[src/logic/rrex_pkg.sv]
// Constants and carrier types for the return and rotate execution block.
// Assumes a core that fetches, decodes and hands over one instruction
// at a time, and that owns the file registers and the return stack.
package rrex_pkg;
  localparam int          PC_W         = 15;
  localparam int          FADDR_W      = 7;
  localparam int          DATA_W       = 8;
  localparam int          INT_EN_BIT   = 7;
  localparam int          RET_CYCLES   = 2;
  localparam logic [7:0]  INT_CTRL_RST = 8'h00;
  localparam logic [7:0]  W_RST        = 8'h00;
  localparam logic [14:0] PC_RST       = 15'h0000;

  typedef enum logic [2:0] {
    RRX_OP_RETFI = 3'h0,
    RRX_OP_RET   = 3'h1,
    RRX_OP_RETL  = 3'h2,
    RRX_OP_RLC   = 3'h3,
    RRX_OP_RRC   = 3'h4
  } rrx_op_t;

  typedef struct packed {
    rrx_op_t             op;
    logic [7:0]          literal;
    logic [6:0]          faddr;
    logic                dest_file;
  } rrx_instr_t;

  typedef struct packed {
    logic                we;
    logic [6:0]          addr;
    logic [7:0]          data;
  } rrx_fwrite_t;

  typedef enum logic [1:0] {
    RRX_IDLE = 2'b01,
    RRX_RET2 = 2'b10
  } rrx_state_t;
endpackage

[src/logic/rrex_exec.sv]
// Execution of returns and rotates through carry.
// Assumes the core presents one instruction with start_i, supplies the
// addressed file value combinationally and the stack top, and holds the
// next instruction while busy_o is high.
// Stack depth, overflow and interrupt entry belong to the core; this
// block only pops and reloads the program counter.
`timescale 1ns/1ps
module rrex_exec
  import rrex_pkg::*;
#(
  // Program counter width; stack entries match it
  parameter int PC_WIDTH = PC_W
)
(
  // Clock and reset
  input  wire logic                mclk_i,
  input  wire logic                reset_i,
  // Instruction hand-over
  input  wire logic                start_i,
  input  wire rrx_instr_t          instr_i,
  output logic                     busy_o,
  output logic                     done_o,
  // Operands from the core
  input  wire logic [7:0]          fdata_i,
  input  wire logic [PC_WIDTH-1:0] stack_top_i,
  // Architectural state
  output logic [PC_WIDTH-1:0]      pc_o,
  output logic [7:0]               wreg_o,
  output logic [7:0]               int_ctrl_o,
  output logic                     carry_o,
  output logic                     pop_o,
  output rrx_fwrite_t              fwrite_o
);

  // Sequencer state and the return carried into its second cycle
  rrx_state_t          state_q;
  rrx_op_t             op_q;
  logic [7:0]          lit_q;

  // Decoded view of the offered instruction
  logic                is_ret;
  logic                is_rlc;
  logic                in_idle;
  logic                in_ret2;
  logic                take_ret;
  logic                take_rot;
  logic                fin_ret_fi;
  logic                fin_ret_lit;
  logic [8:0]          rot_res;
  logic [PC_WIDTH-1:0] pc_rst;

  // Return opcodes share the two-cycle path
  function automatic logic ret_op(input rrx_op_t o);
    ret_op = (o == RRX_OP_RETFI) ||
             (o == RRX_OP_RET)   ||
             (o == RRX_OP_RETL);
  endfunction

  // Rotate through carry; result byte in [7:0], new carry in [8]
  function automatic logic [8:0] rot9(input logic left, input logic c,
                                      input logic [7:0] v);
    if (left)
      rot9 = {v[7], v[6:0], c};
    else
      rot9 = {v[0], c, v[7:1]};
  endfunction

  assign is_ret      = ret_op(instr_i.op);
  assign is_rlc      = instr_i.op == RRX_OP_RLC;
  assign in_idle     = state_q == RRX_IDLE;
  assign in_ret2     = state_q == RRX_RET2;
  // Starts in the second return cycle are dropped; the core holds them off
  assign take_ret    = in_idle &&
                       start_i &&
                       is_ret;
  assign take_rot    = in_idle &&
                       start_i &&
                       !is_ret;
  assign fin_ret_fi  = in_ret2 &&
                       (op_q == RRX_OP_RETFI);
  assign fin_ret_lit = in_ret2 &&
                       (op_q == RRX_OP_RETL);
  // Unknown codes fall through to the right rotate
  assign rot_res     = rot9(is_rlc, carry_o, fdata_i);
  assign pc_rst      = PC_WIDTH'(PC_RST);

  // Sequencer: returns hold a second cycle, rotates finish at once
  always_ff @(posedge mclk_i) begin
    if (reset_i) begin
      state_q <= RRX_IDLE;
    end else begin
      unique case (state_q)
        RRX_IDLE: begin
          if (take_ret) begin
            state_q <= RRX_RET2;
          end else begin
            state_q <= RRX_IDLE;
          end
        end
        RRX_RET2: begin
          state_q <= RRX_IDLE;
        end
        default: begin
          state_q <= RRX_IDLE;
        end
      endcase
    end
  end

  // Return opcode kept for the second cycle
  always_ff @(posedge mclk_i) begin
    if (reset_i) begin
      op_q <= RRX_OP_RET;
    end else if (take_ret) begin
      op_q <= instr_i.op;
    end
  end

  // Literal kept so the core may move on to the next fetch
  always_ff @(posedge mclk_i) begin
    if (reset_i) begin
      lit_q <= 8'h00;
    end else if (take_ret) begin
      lit_q <= instr_i.literal;
    end
  end

  // Busy covers exactly the second return cycle
  always_ff @(posedge mclk_i) begin
    if (reset_i) begin
      busy_o <= 1'b0;
    end else begin
      busy_o <= take_ret;
    end
  end

  // Done: one cycle after a rotate, or at the end of a return
  always_ff @(posedge mclk_i) begin
    if (reset_i) begin
      done_o <= 1'b0;
    end else begin
      done_o <= in_ret2 ||
                take_rot;
    end
  end

  // Program counter loads the stack top in the second return cycle
  // The stack top is taken as it stands then; the core must have it settled
  always_ff @(posedge mclk_i) begin
    if (reset_i) begin
      pc_o <= pc_rst;
    end else if (in_ret2) begin
      pc_o <= stack_top_i;
    end
  end

  // Pop strobe lands on the same edge as the program counter load
  always_ff @(posedge mclk_i) begin
    if (reset_i) begin
      pop_o <= 1'b0;
    end else begin
      pop_o <= in_ret2;
    end
  end

  // Only the interrupt return touches the interrupt control register
  always_ff @(posedge mclk_i) begin
    if (reset_i) begin
      int_ctrl_o <= INT_CTRL_RST;
    end else if (fin_ret_fi) begin
      int_ctrl_o[INT_EN_BIT] <= 1'b1;
    end
  end

  // Working register: literal on the RETL return, rotate result when d is 0
  always_ff @(posedge mclk_i) begin
    if (reset_i) begin
      wreg_o <= W_RST;
    end else if (fin_ret_lit) begin
      wreg_o <= lit_q;
    end else if (take_rot &&
                 !instr_i.dest_file) begin
      wreg_o <= rot_res[7:0];
    end
  end

  // Carry is the only flag here; returns never write it
  // Reset clears it so the first rotate shifts in a known value
  always_ff @(posedge mclk_i) begin
    if (reset_i) begin
      carry_o <= 1'b0;
    end else if (take_rot) begin
      carry_o <= rot_res[8];
    end
  end

  // File write strobe when d is 1; one cycle per rotate
  always_ff @(posedge mclk_i) begin
    if (reset_i) begin
      fwrite_o.we <= 1'b0;
    end else begin
      fwrite_o.we <= take_rot &&
                     instr_i.dest_file;
    end
  end

  // Address and data follow every cycle; only the strobe qualifies them
  always_ff @(posedge mclk_i) begin
    if (reset_i) begin
      fwrite_o.addr <= 7'h00;
      fwrite_o.data <= 8'h00;
    end else begin
      fwrite_o.addr <= instr_i.faddr;
      fwrite_o.data <= rot_res[7:0];
    end
  end

endmodule // rrex_exec

[config.mk]
export PLATFORM = sky130hd
export DESIGN_NAME = rrex_exec
export DESIGN_NICKNAME = d
export VERILOG_FILES = /design/src/logic/rrex_pkg.sv /design/src/logic/rrex_exec.sv
export SDC_FILE = /design/constraint.sdc
export NUM_CORES = 1
export LEC_CHECK = 0
export ABC_AREA = 1
export BUFFER_PORTS_ARGS = -buffer_cell sky130_fd_sc_hd__buf_2
export CORE_UTILIZATION = 40
export DETAILED_ROUTE_END_ITERATION = 8
export PLACE_DENSITY_LB_ADDON = 0.15
export SLEW_MARGIN = 0
export SYNTH_ARGS = -nofsm -noshare
export SYNTH_HDL_FRONTEND = slang
export SYNTH_SLANG_ARGS = --single-unit
[constraint.sdc]
create_clock -name mclk_i -period 2.9 [get_ports mclk_i]
set_input_delay 0.435 -clock mclk_i [delete_from_list [all_inputs] [get_ports mclk_i]]
set_output_delay 0.435 -clock mclk_i [all_outputs]
set_load 0.02 [all_outputs]
Yosys cells after proc, flatten, opt, wreduce, memory -nomap -nowiden
Index checks and enable logic that the tools add are counted.
W data, S select, Z words.
{"block": "word_totals", "regBits": 57, "in_bits": 45, "out_inout_bits": 51, "word_cells": 40}
{"block": "op_classes", "n_eq_ne": 6, "mux": 4, "n_bitwise": 1, "reduce_logical": 16}
{"operator": "$mux W8", "count": 2}
{"operator": "$eq A3 B2 Y1 const B", "count": 3}
{"operator": "$mux W9", "count": 1}
{"operator": "$logic_and A1 B1 Y1", "count": 7}
{"operator": "$logic_not A3 Y1", "count": 2}
{"operator": "$eq A3 B1 Y1 const B", "count": 1}
{"operator": "$logic_or A1 B1 Y1", "count": 3}
{"operator": "$eq A2 B1 Y1 const B", "count": 1}
{"operator": "$eq A2 B2 Y1 const B", "count": 1}
{"operator": "$logic_not A1 Y1", "count": 2}
{"operator": "$mux W2", "count": 1}
{"operator": "$reduce_bool A2 Y1", "count": 1}
{"operator": "$reduce_or A2 Y1", "count": 1}
{"operator": "$not A1 Y1", "count": 1}

Longest topological paths before layout
Gate-level depths: netlist (run 1).
{"block": "depth", "ltp_word": 8, "depth_mapped": 7, "ltp_nobuf": 7}

Worst setup path after synthesis (run 1)
OpenSTA, ideal clock, no wires.
{"block": "synth_timing", "path_type": "input to register", "startpoint": "in instr_i[17] (netlist name)", "endpoint": "reg lit_q[0]", "setup_time_ps": 116, "t_arrival_ps": 1150, "t_required_ps": 2784, "path_slack_ps": 1634, "stages": 7, "n_path_buf": 1, "path_cell_list": "nand2_1 > nand2_1 > nor3_2 > inv_1 > buf_6 > nor2_1 > nor2_1"}
{"block": "synth_via", "elab_chain_len": 4, "word_cells_on_any_way": 6, "classes_between": "eq/ne (2); reduce/logical (4)"}
{"item": "start, declared", "line": "rrex_exec.sv:20", "text": "input wire rrx_instr_t instr_i,"}
{"item": "$eq A3 B1 Y1 or $logic_not A3 Y1 (tied branches)", "line": "rrex_exec.sv:55, rrex_exec.sv:54"}
{"item": "$logic_or A1 B1 Y1", "line": "rrex_exec.sv:54", "text": "ret_op = (o == RRX_OP_RETFI) ||"}
{"item": "$logic_or A1 B1 Y1 *", "line": "rrex_exec.sv:55", "text": "(o == RRX_OP_RET) ||"}
{"item": "$logic_and A1 B1 Y1 *", "line": "rrex_exec.sv:74", "text": "start_i &&"}
{"item": "end signal, assigned", "line": "rrex_exec.sv:124", "text": "lit_q <= instr_i.literal;"}
{"item": "end, declared", "line": "rrex_exec.sv:38", "text": "logic [7:0] lit_q;"}
Mark *: on every way between the ends. The rest lies on a longest branch, timed or not.
A chain may end at the register's enable or synchronous reset.

Worst setup path after layout (run 1)
{"block": "layout_timing", "startpoint": "reg state_q[1]", "endpoint": "reg wreg_o[6]"}
{"block": "layout_via", "elab_chain_len": 5, "word_cells_on_any_way": 8, "classes_between": "eq/ne (2); mux (1); reduce/logical (5)"}
{"item": "start, declared", "line": "rrex_exec.sv:36", "text": "rrx_state_t state_q;"}
{"item": "start signal, assigned", "line": "rrex_exec.sv:90", "text": "state_q <= RRX_IDLE;"}
{"item": "start signal, assigned", "line": "rrex_exec.sv:95", "text": "state_q <= RRX_RET2;"}
{"item": "start signal, assigned", "line": "rrex_exec.sv:97", "text": "state_q <= RRX_IDLE;"}
{"item": "$eq A2 B1 Y1", "line": "rrex_exec.sv:70", "text": "assign in_idle = state_q == RRX_IDLE;"}
{"item": "$logic_and A1 B1 Y1", "line": "rrex_exec.sv:76", "text": "assign take_rot = in_idle &&"}
{"item": "$logic_and A1 B1 Y1", "line": "rrex_exec.sv:77", "text": "start_i &&"}
{"item": "$logic_and A1 B1 Y1", "line": "rrex_exec.sv:181", "text": "end else if (take_rot &&"}
{"item": "$reduce_bool A2 Y1 (no line)"}
{"item": "end signal, assigned", "line": "rrex_exec.sv:180", "text": "wreg_o <= lit_q;"}
{"item": "end signal, assigned", "line": "rrex_exec.sv:183", "text": "wreg_o <= rot_res[7:0];"}
{"item": "end, declared", "line": "rrex_exec.sv:28", "text": "output logic [7:0] wreg_o,"}
Several ways; a longest one is shown, not always the timed one.

==> impl_metrics.json, run 1 <==
{
  "run_status": "finished, final reports clean",
  "tightest_slew_ns": 0.8299,
  "post_cts_resized": 0,
  "whs_endpoint": "fwrite_o[8]$_SDFF_PP0_",
  "intPower_w": 0.001252,
  "root_buffer": "clkbuf_8",
  "hold_viol_final": 0,
  "core_area_mm2": 0.005270,
  "synth_xor_area_share_pct": 0,
  "power_w": 0.001666,
  "synth_compound_area_share_pct": 6.153,
  "boundaryPins": 96,
  "r2r_slack_ns": 1.38,
  "startpoint_type": "flop",
  "yosysWarnings": 0,
  "synth_top_family_by_area": "simple AND/OR/NAND/NOR gates",
  "met1_length_um": 2305,
  "dieArea_mm2": 0.005947,
  "maxSlewHeadroom_pct": 44.61,
  "p_switching_w": 0.0004135,
  "crit_path_max_incr_delay_ns": 0.41,
  "wl_um": 4890,
  "cp.arrival_ns": 1.73,
  "fmax_ghz": 0.6600,
  "synthCells": 298,
  "skew_ns": 0.004956,
  "r2r_start": "state_q[1]$_SDFF_PP0_",
  "die_width_um": 77.12,
  "p_sw_share_pct": 24.82,
  "maxCapViolCount": 0,
  "multi_input_comb_area_um2": 937.1,
  "hpwl_um": 3449,
  "grt_pass1_vias": 1949,
  "rr_endpoint": "wreg_o[6]$_SDFFE_PP0P_",
  "syn_avg_cell_area_um2": 7.574,
  "via_per_inst": 4.450,
  "synthAdderAreaFrac_pct": 0,
  "ys_seq_elements": 57,
  "clockPowerShare_pct": 38.5,
  "rows": 26,
  "grt_max_degree": 34,
  "finalCritPeriodShare_pct": 52.24,
  "crit_top_cell": "nor2_1",
  "highest_layer": "met4",
  "register_area_mm2": 0.001141,
  "reg2reg_depth": 7,
  "worstPathRequired_ns": 3.12,
  "portBuffers": 88,
  "ir_drop_mv": 0.2833,
  "rsz0062_at_grt": "no",
  "hold_buffers": 0,
  "fin_setup_tns_ns": 0,
  "cp-end-kind": "flop",
  "power_density_mw_per_mm2": 579.9,
  "htreeDepth": 3,
  "fillerInstances": 532,
  "dr.pass1.iters": 4,
  "worst_slack_ns": 1.385,
  "min_path_type": "in2reg",
  "combPwrFrac_pct": 11.4,
  "wl_met3_um": 344,
  "yosys.area_share.simple_pct": 34.20,
  "drv_slew": 0,
  "leakage_nw": 1.553,
  "cts_buffers": 9,
  "wl_per_cell_um": 10.68,
  "grt_pass1_wl_um": 8335,
  "cts_max_path_buffers": 2,
  "die_h_um": 77.12,
  "grt_overflow": 0,
  "path_max_fanout": 26,
  "drive_gt1_share_pct": 29.38,
  "antenna-diode-count": 0,
  "gp_congestion": 0.8289,
  "final_antenna_net_count": 0,
  "cts_tree": "done",
  "areaGrowthSynthToFinish_pct": 27.27,
  "worstPathCellList": "inv_2 > nor2_8 > nand3_4 > nand2_2 > nand2_1 > nor2_1 > nor2_1",
  "dr_wl_met2_um": 2105,
  "path_clk_slew_ns": 0.06,
  "drc": 0,
  "antenna_found_initial": 0,
  "synth_area_mm2": 0.002257,
  "holdWs_ns": 0.3071,
  "post_cts_buffers": 0,
  "synth_cell_type_count": 25,
  "nNetsFinal": 431,
  "clock-sinks": 57,
  "finalSetupViolCount": 0,
  "pwr-share-seq_pct": 50.0,
  "track_usage_pct": 18.07,
  "dp_slack_ns": 1.059,
  "drt_iter0_drc": 79,
  "ys_seq_area_share_pct": 50.55,
  "critPathSlowestCell": "dfxtp_1",
  "fin_crit_ns": 1.515,
  "synth_mux_area_share_pct": 0,
  "criticalPathCategory": "reg2reg",
  "vias": 2038,
  "hold-path-cell-count": 3,
  "initial_core_util_pct": 42.83,
  "min_from": "instr_i[1]",
  "clk_latency_ns": 0.33
}
==> cell type report <==
cell class	count	share of cell area, %
Inverter	24	3.136
Timing Repair Buffer	89	15.59
Tap cell	70	3.049
Clock buffer	13	5.880
Multi-Input combinational cell	205	32.62
Sequential cell	57	39.72
==> registers in the layout, indices dropped and copies added (netlist names) <==
signal      flops
fwrite_o       16
pc_o           15
lit_q           8
wreg_o          8
op_q            3
state_q         2
busy_o          1
carry_o         1
done_o          1
int_ctrl_o      1
pop_o           1
==> placed cells by master (no fill, tap or decap), types with 2 or more instances in the layout <==
cell | netlist | routed
nand3_4 | 2 | 2
a21oi_1 | 3 | 3
nor3_1 | 2 | 2
dfxtp_1 | 57 | 57
nand3_1 | 2 | 2
nand2_1 | 51 | 51
nor2_1 | 90 | 90
conb_1 | 1 | 7
buf_2 | 1 | 88
nand3b_1 | 8 | 8
inv_1 | 21 | 21
o21ai_0 | 23 | 23
clkbuf_8 | 0 | 12
inv_2 | 3 | 3
nor2_2 | 2 | 2
nand4_1 | 9 | 9
==> metrics by stage <==
step	cells	cell area (µm²)	util, %
6_report	458	2873	54.51
3_5_place_dp	445	2704	51.31
5_1_grt	458	2873	54.51
2_1_floorplan	304	2280	-
3_3_place_gp	445	2704	51.31
4_1_cts	458	2873	54.51
==> synth_stat cells <==
library cell	number	share of area [%]
nor3_2	1	0.44
nor2_1	90	15
dfxtp_1	57	51
clkbuf_1	6	1.0
inv_1	21	3.5
nand3_1	2	0.44
a21oi_2	1	0.39
nand2_1	51	8.5
nor3_1	2	0.44
inv_2	3	0.50
buf_4	9	3.0
nor2_2	2	0.55
buf_2	1	0.22
nand3_4	2	1.6
nand2_2	1	0.28
clkbuf_2	1	0.22
nor2_4	1	0.50
nand3b_1	8	2.7
a21oi_1	3	0.66
nand2_4	1	0.50
buf_6	1	0.50
o21ai_0	23	5.1
nor2_8	1	0.89
nand4_1	9	2.5
conb_1	1	0.17
==> worst max-delay path: cells and delay by family, from the launching register on <==
family                 cells  cell delay [ns]
and+or+nand+nor            6             0.90
DFF                        1             0.41
buffers and inverters      1             0.09
==> worst max-delay path by stage <==
stage	from	endpoint	slack (ns)	cells past startpoint
after floorplan	instr_i[17]	lit_q[0]$_SDFFE_PP0P_	1.63	7
after global placement	reset_i	lit_q[1]$_SDFFE_PP0P_	1.14	4
after detailed placement	reset_i	pc_o[13]$_SDFFE_PP0P_	1.06	4
after CTS	state_q[1]$_SDFF_PP0_	wreg_o[6]$_SDFFE_PP0P_	1.36	7
after global routing	state_q[1]$_SDFF_PP0_	wreg_o[4]$_SDFFE_PP0P_	1.21	7
final	state_q[1]$_SDFF_PP0_	wreg_o[6]$_SDFFE_PP0P_	1.38	7
==> cells by family (layout without fill, tap and decap cells) <==
kind of cell | after synthesis | after routing
flops | 57 | 57
compound gates | 27 | 27
buf+inv | 42 | 126
simple gates | 171 | 171
other cells | 1 | 7
==> power groups by stage <==
stage / Sequential [W] / Combinational (W) / Clock, W
2_1_floorplan: 0.000878 / 0.000100 / 0
3_3_place_gp: 0.000850 / 0.000190 / 0
3_5_place_dp: 0.000850 / 0.000192 / 0
4_1_cts: 0.000833 / 0.000193 / 0.000661
5_1_grt: 0.000836 / 0.000215 / 0.000698
6_report: 0.000833 / 0.000191 / 0.000642
==> metal layers <==
layer	global-route usage (%)	vias up
met5	0	-
met4	11.89	0
met3	5.119	14
met2	28.67	77
met1	21.15	858
li1	-	1089
Note: power is estimated with default switching activity, not from simulation.
==> run 2: changes to the inputs <==
--- a/config.mk
+++ b/config.mk
@@ -5,7 +5,7 @@
 export SDC_FILE = /design/constraint.sdc
 export NUM_CORES = 1
 export LEC_CHECK = 0
-export ABC_AREA = 1
+export ABC_AREA = 0
 export BUFFER_PORTS_ARGS = -buffer_cell sky130_fd_sc_hd__buf_2
 export CORE_UTILIZATION = 40
 export DETAILED_ROUTE_END_ITERATION = 8
==> constraint.sdc (replaced) <==
create_clock -name mclk_i -period 1.46 [get_ports mclk_i]
set_input_delay 0.219 -clock mclk_i [delete_from_list [all_inputs] [get_ports mclk_i]]
set_output_delay 0.219 -clock mclk_i [all_outputs]
set_load 0.02 [all_outputs]
==> run 2 against run 1 <==
Against the previous run: critical path type unchanged; utilization increased by 6.1 points; highest routed layer unchanged; largest cell class unchanged; critical endpoint is now wreg_o[1]$_SDFFE_PP0P_; maximum frequency is 6.0% higher; combinational power grew 88%; cell area up 3.0%.
==> impl_metrics.json, run 2 <==
{
  "run_status": "finished, final reports clean",
  "dp_cells": 380,
  "synth_top_area_share_pct": 54.48,
  "synth_compound_area_share_pct": 8.483,
  "grt_max_degree": 24,
  "yosysWarnings": 0,
  "synth_top_family_by_area": "simple AND/OR/NAND/NOR gates",
  "gp_congestion": 0.8697,
  "largest_register_ffs": 16,
  "fin_crit_ns": 1.429,
  "holdWs_ns": 0.1044,
  "hpwl_um": 3452,
  "leakage_nw": 1.418,
  "final_antenna_net_count": 0,
  "drt_iter0_drc": 100,
  "path_max_fanout": 8,
  "die_h_um": 74.36,
  "synth_xor_area_share_pct": 0,
  "nNetsFinal": 370,
  "yosys.area_share.simple_pct": 21.74,
  "power_density_mw_per_mm2": 1094,
  "top_register": "fwrite_o",
  "wl_per_cell_um": 11.76,
  "worstPathRequired_ns": 1.67,
  "dr.pass1.iters": 5,
  "die_width_um": 74.36,
  "synth_area_mm2": 0.002095,
  "criticalPathCategory": "reg2reg",
  "root_buffer": "clkbuf_8",
  "synth.area.top_cells": "dfxtp_1 54%, mux2i_1 8.6%, nand2_1 5.9%",
  "fillerInstances": 448,
  "dieArea_mm2": 0.005529,
  "rr_endpoint": "wreg_o[1]$_SDFFE_PP0P_",
  "reg2reg_depth": 4,
  "cts_max_path_buffers": 2,
  "portBuffers": 88,
  "maxCapViolCount": 0,
  "grt_pass1_vias": 1674,
  "via_per_inst": 4.623,
  "grt_overflow": 0,
  "wl_um": 4645,
  "final_common_cell": "buf_2",
  "rsz0062_at_grt": "yes",
  "areaGrowthSynthToFinish_pct": 41.22,
  "ir_drop_mv": 0.4330,
  "syn_avg_cell_area_um2": 9.435,
  "finalCritPeriodShare_pct": 97.89,
  "startpoint_type": "flop",
  "largest_registers": "fwrite_o (16), pc_o (15)",
  "fin_area_mm2": 0.002958,
  "htreeDepth": 3,
  "antenna_found_initial": 0,
  "register_area_mm2": 0.001144,
  "drive_gt1_share_pct": 41.46,
  "fin_setup_tns_ns": 0,
  "finalSetupViolCount": 0,
  "yosysMostFrequentCell": "dfxtp_1",
  "async_flop_share_pct": 0,
  "cp.arrival_ns": 1.64,
  "crit_end": "wreg_o[1]$_SDFFE_PP0P_",
  "synthAdderAreaFrac_pct": 0,
  "synth_edf_count": 0,
  "fmax_ghz": 0.6997,
  "hold_viol_final": 0,
  "track_usage_pct": 17.96,
  "min_path_type": "in2reg",
  "finalNonFillerCells": 395,
  "crit_start": "state_q[1]$_SDFF_PP0_",
  "clk_latency_ns": 0.32,
  "grt_pass1_wl_um": 7376,
  "ys_seq_area_share_pct": 54.48,
  "drc": 0,
  "r2r_start": "state_q[1]$_SDFF_PP0_",
  "boundaryPins": 96,
  "cp-end-kind": "flop",
  "rows": 25,
  "synthCells": 222,
  "synthTopCellsByCount": "57 x dfxtp_1, 33 x nand2_1, 23 x nor2_1",
  "synth_ff_type": "dfxtp_1",
  "cts_buffers": 9,
  "synth_mux_area_share_pct": 8.602,
  "initial_core_util_pct": 42.92,
  "drv_slew": 0,
  "yosys.area.top_type": "dfxtp_1",
  "core_area_mm2": 0.004880,
  "dpl_cell_area_mm2": 0.002676,
  "mostFrequentLayoutCells": "88 x buf_2, 55 x dfxtp_1, 33 x nand2_1",
  "cts_tree": "done",
  "path_clk_slew_ns": 0.06,
  "ys_seq_elements": 57,
  "multi_input_comb_area_um2": 932.1,
  "clock-sinks": 57,
  "r2r_slack_ns": 0.03,
  "vias": 1826,
  "synth_cell_type_count": 27,
  "skew_ns": 0.007896,
  "antenna-diode-count": 0
}
-- run 2: changes by cell type in the layout (fill, tap and decap cells not counted), sizes merged, moves of 18 or more --
cell,change
mux2i,+18
inv,-20
nor2,-71
o21ai,-23
nand2,-20
buf,+19
-- run 2: final cells by class --
type	count	area share [%]
clock buffer	11	5.118
multi-input combinational	145	31.51
sequential	57	38.66
tap	67	2.834
clock inverter	3	0.5922
inverter	4	0.5076
timing repair buffer	108	20.77
-- run 2: how the worst min path moves through the flow --
stage                                    to  slack (ns)  cells past startpoint   startpoint
floorplan              op_q[0]$_SDFFE_PP1P_        0.34                      2  instr_i[16]
global placement    fwrite_o[13]$_SDFF_PP0_        0.43                      2   instr_i[6]
detailed placement  fwrite_o[13]$_SDFF_PP0_        0.43                      2   instr_i[6]
CTS                 fwrite_o[13]$_SDFF_PP0_        0.09                      2   instr_i[6]
global route         fwrite_o[9]$_SDFF_PP0_        0.09                      2   instr_i[2]
finish              fwrite_o[13]$_SDFF_PP0_        0.10                      2   instr_i[6]
-- run 2: kinds of logic (layout without fill, tap and decap cells) --
family | Yosys count | after routing
other | 1 | 7
AND/OR/NAND/NOR | 92 | 92
flip-flops | 57 | 57
multiplexers | 18 | 18
buffers and inverters | 26 | 126
AO/OA/AOI/OAI | 28 | 28
-- run 2: per-layer routing --
layer,GRT usage (%),routed length (µm)
met1,22.32,2165
met2,26.33,2032
met3,6.098,344
met4,11.95,103
met5,0,0
-- run 2: through the flow --
stage	setup slack (ns)	util (%)	power, W
3_3_place_gp	-0.04477	54.85	0.002013
3_5_place_dp	-0.1095	54.85	0.002012
4_1_cts	0.02593	59.92	0.003267
2_1_floorplan	-0.1124	-	0.001875
6_report	0.03086	60.62	0.003237
5_1_grt	-0.03255	60.62	0.003384
-- run 2: report_power, final --
part           total, W  switching (W)  internal [W]
clock           0.00124       0.000560      0.000682
sequential      0.00163      0.0000229       0.00161
combinational  0.000360       0.000204      0.000156
total           0.00324       0.000787       0.00245
-- run 2: repair_timing --
| item | CTS | global route |
|---|---|---|
| endpoints found under the setup margin | 8 | 8 |
| pin swaps | 4 | 3 |
| setup buffers | 0 | 1 |
| gates resized for setup | 14 | 5 |
| hold buffers | 0 | 0 |
-- run 2: critical path: stages (launching register included) --
cell	delay, ns
dfxtp_2	0.33
nand3b_1	0.17
or3_4	0.36
and2_4	0.21
a311o_1	0.26
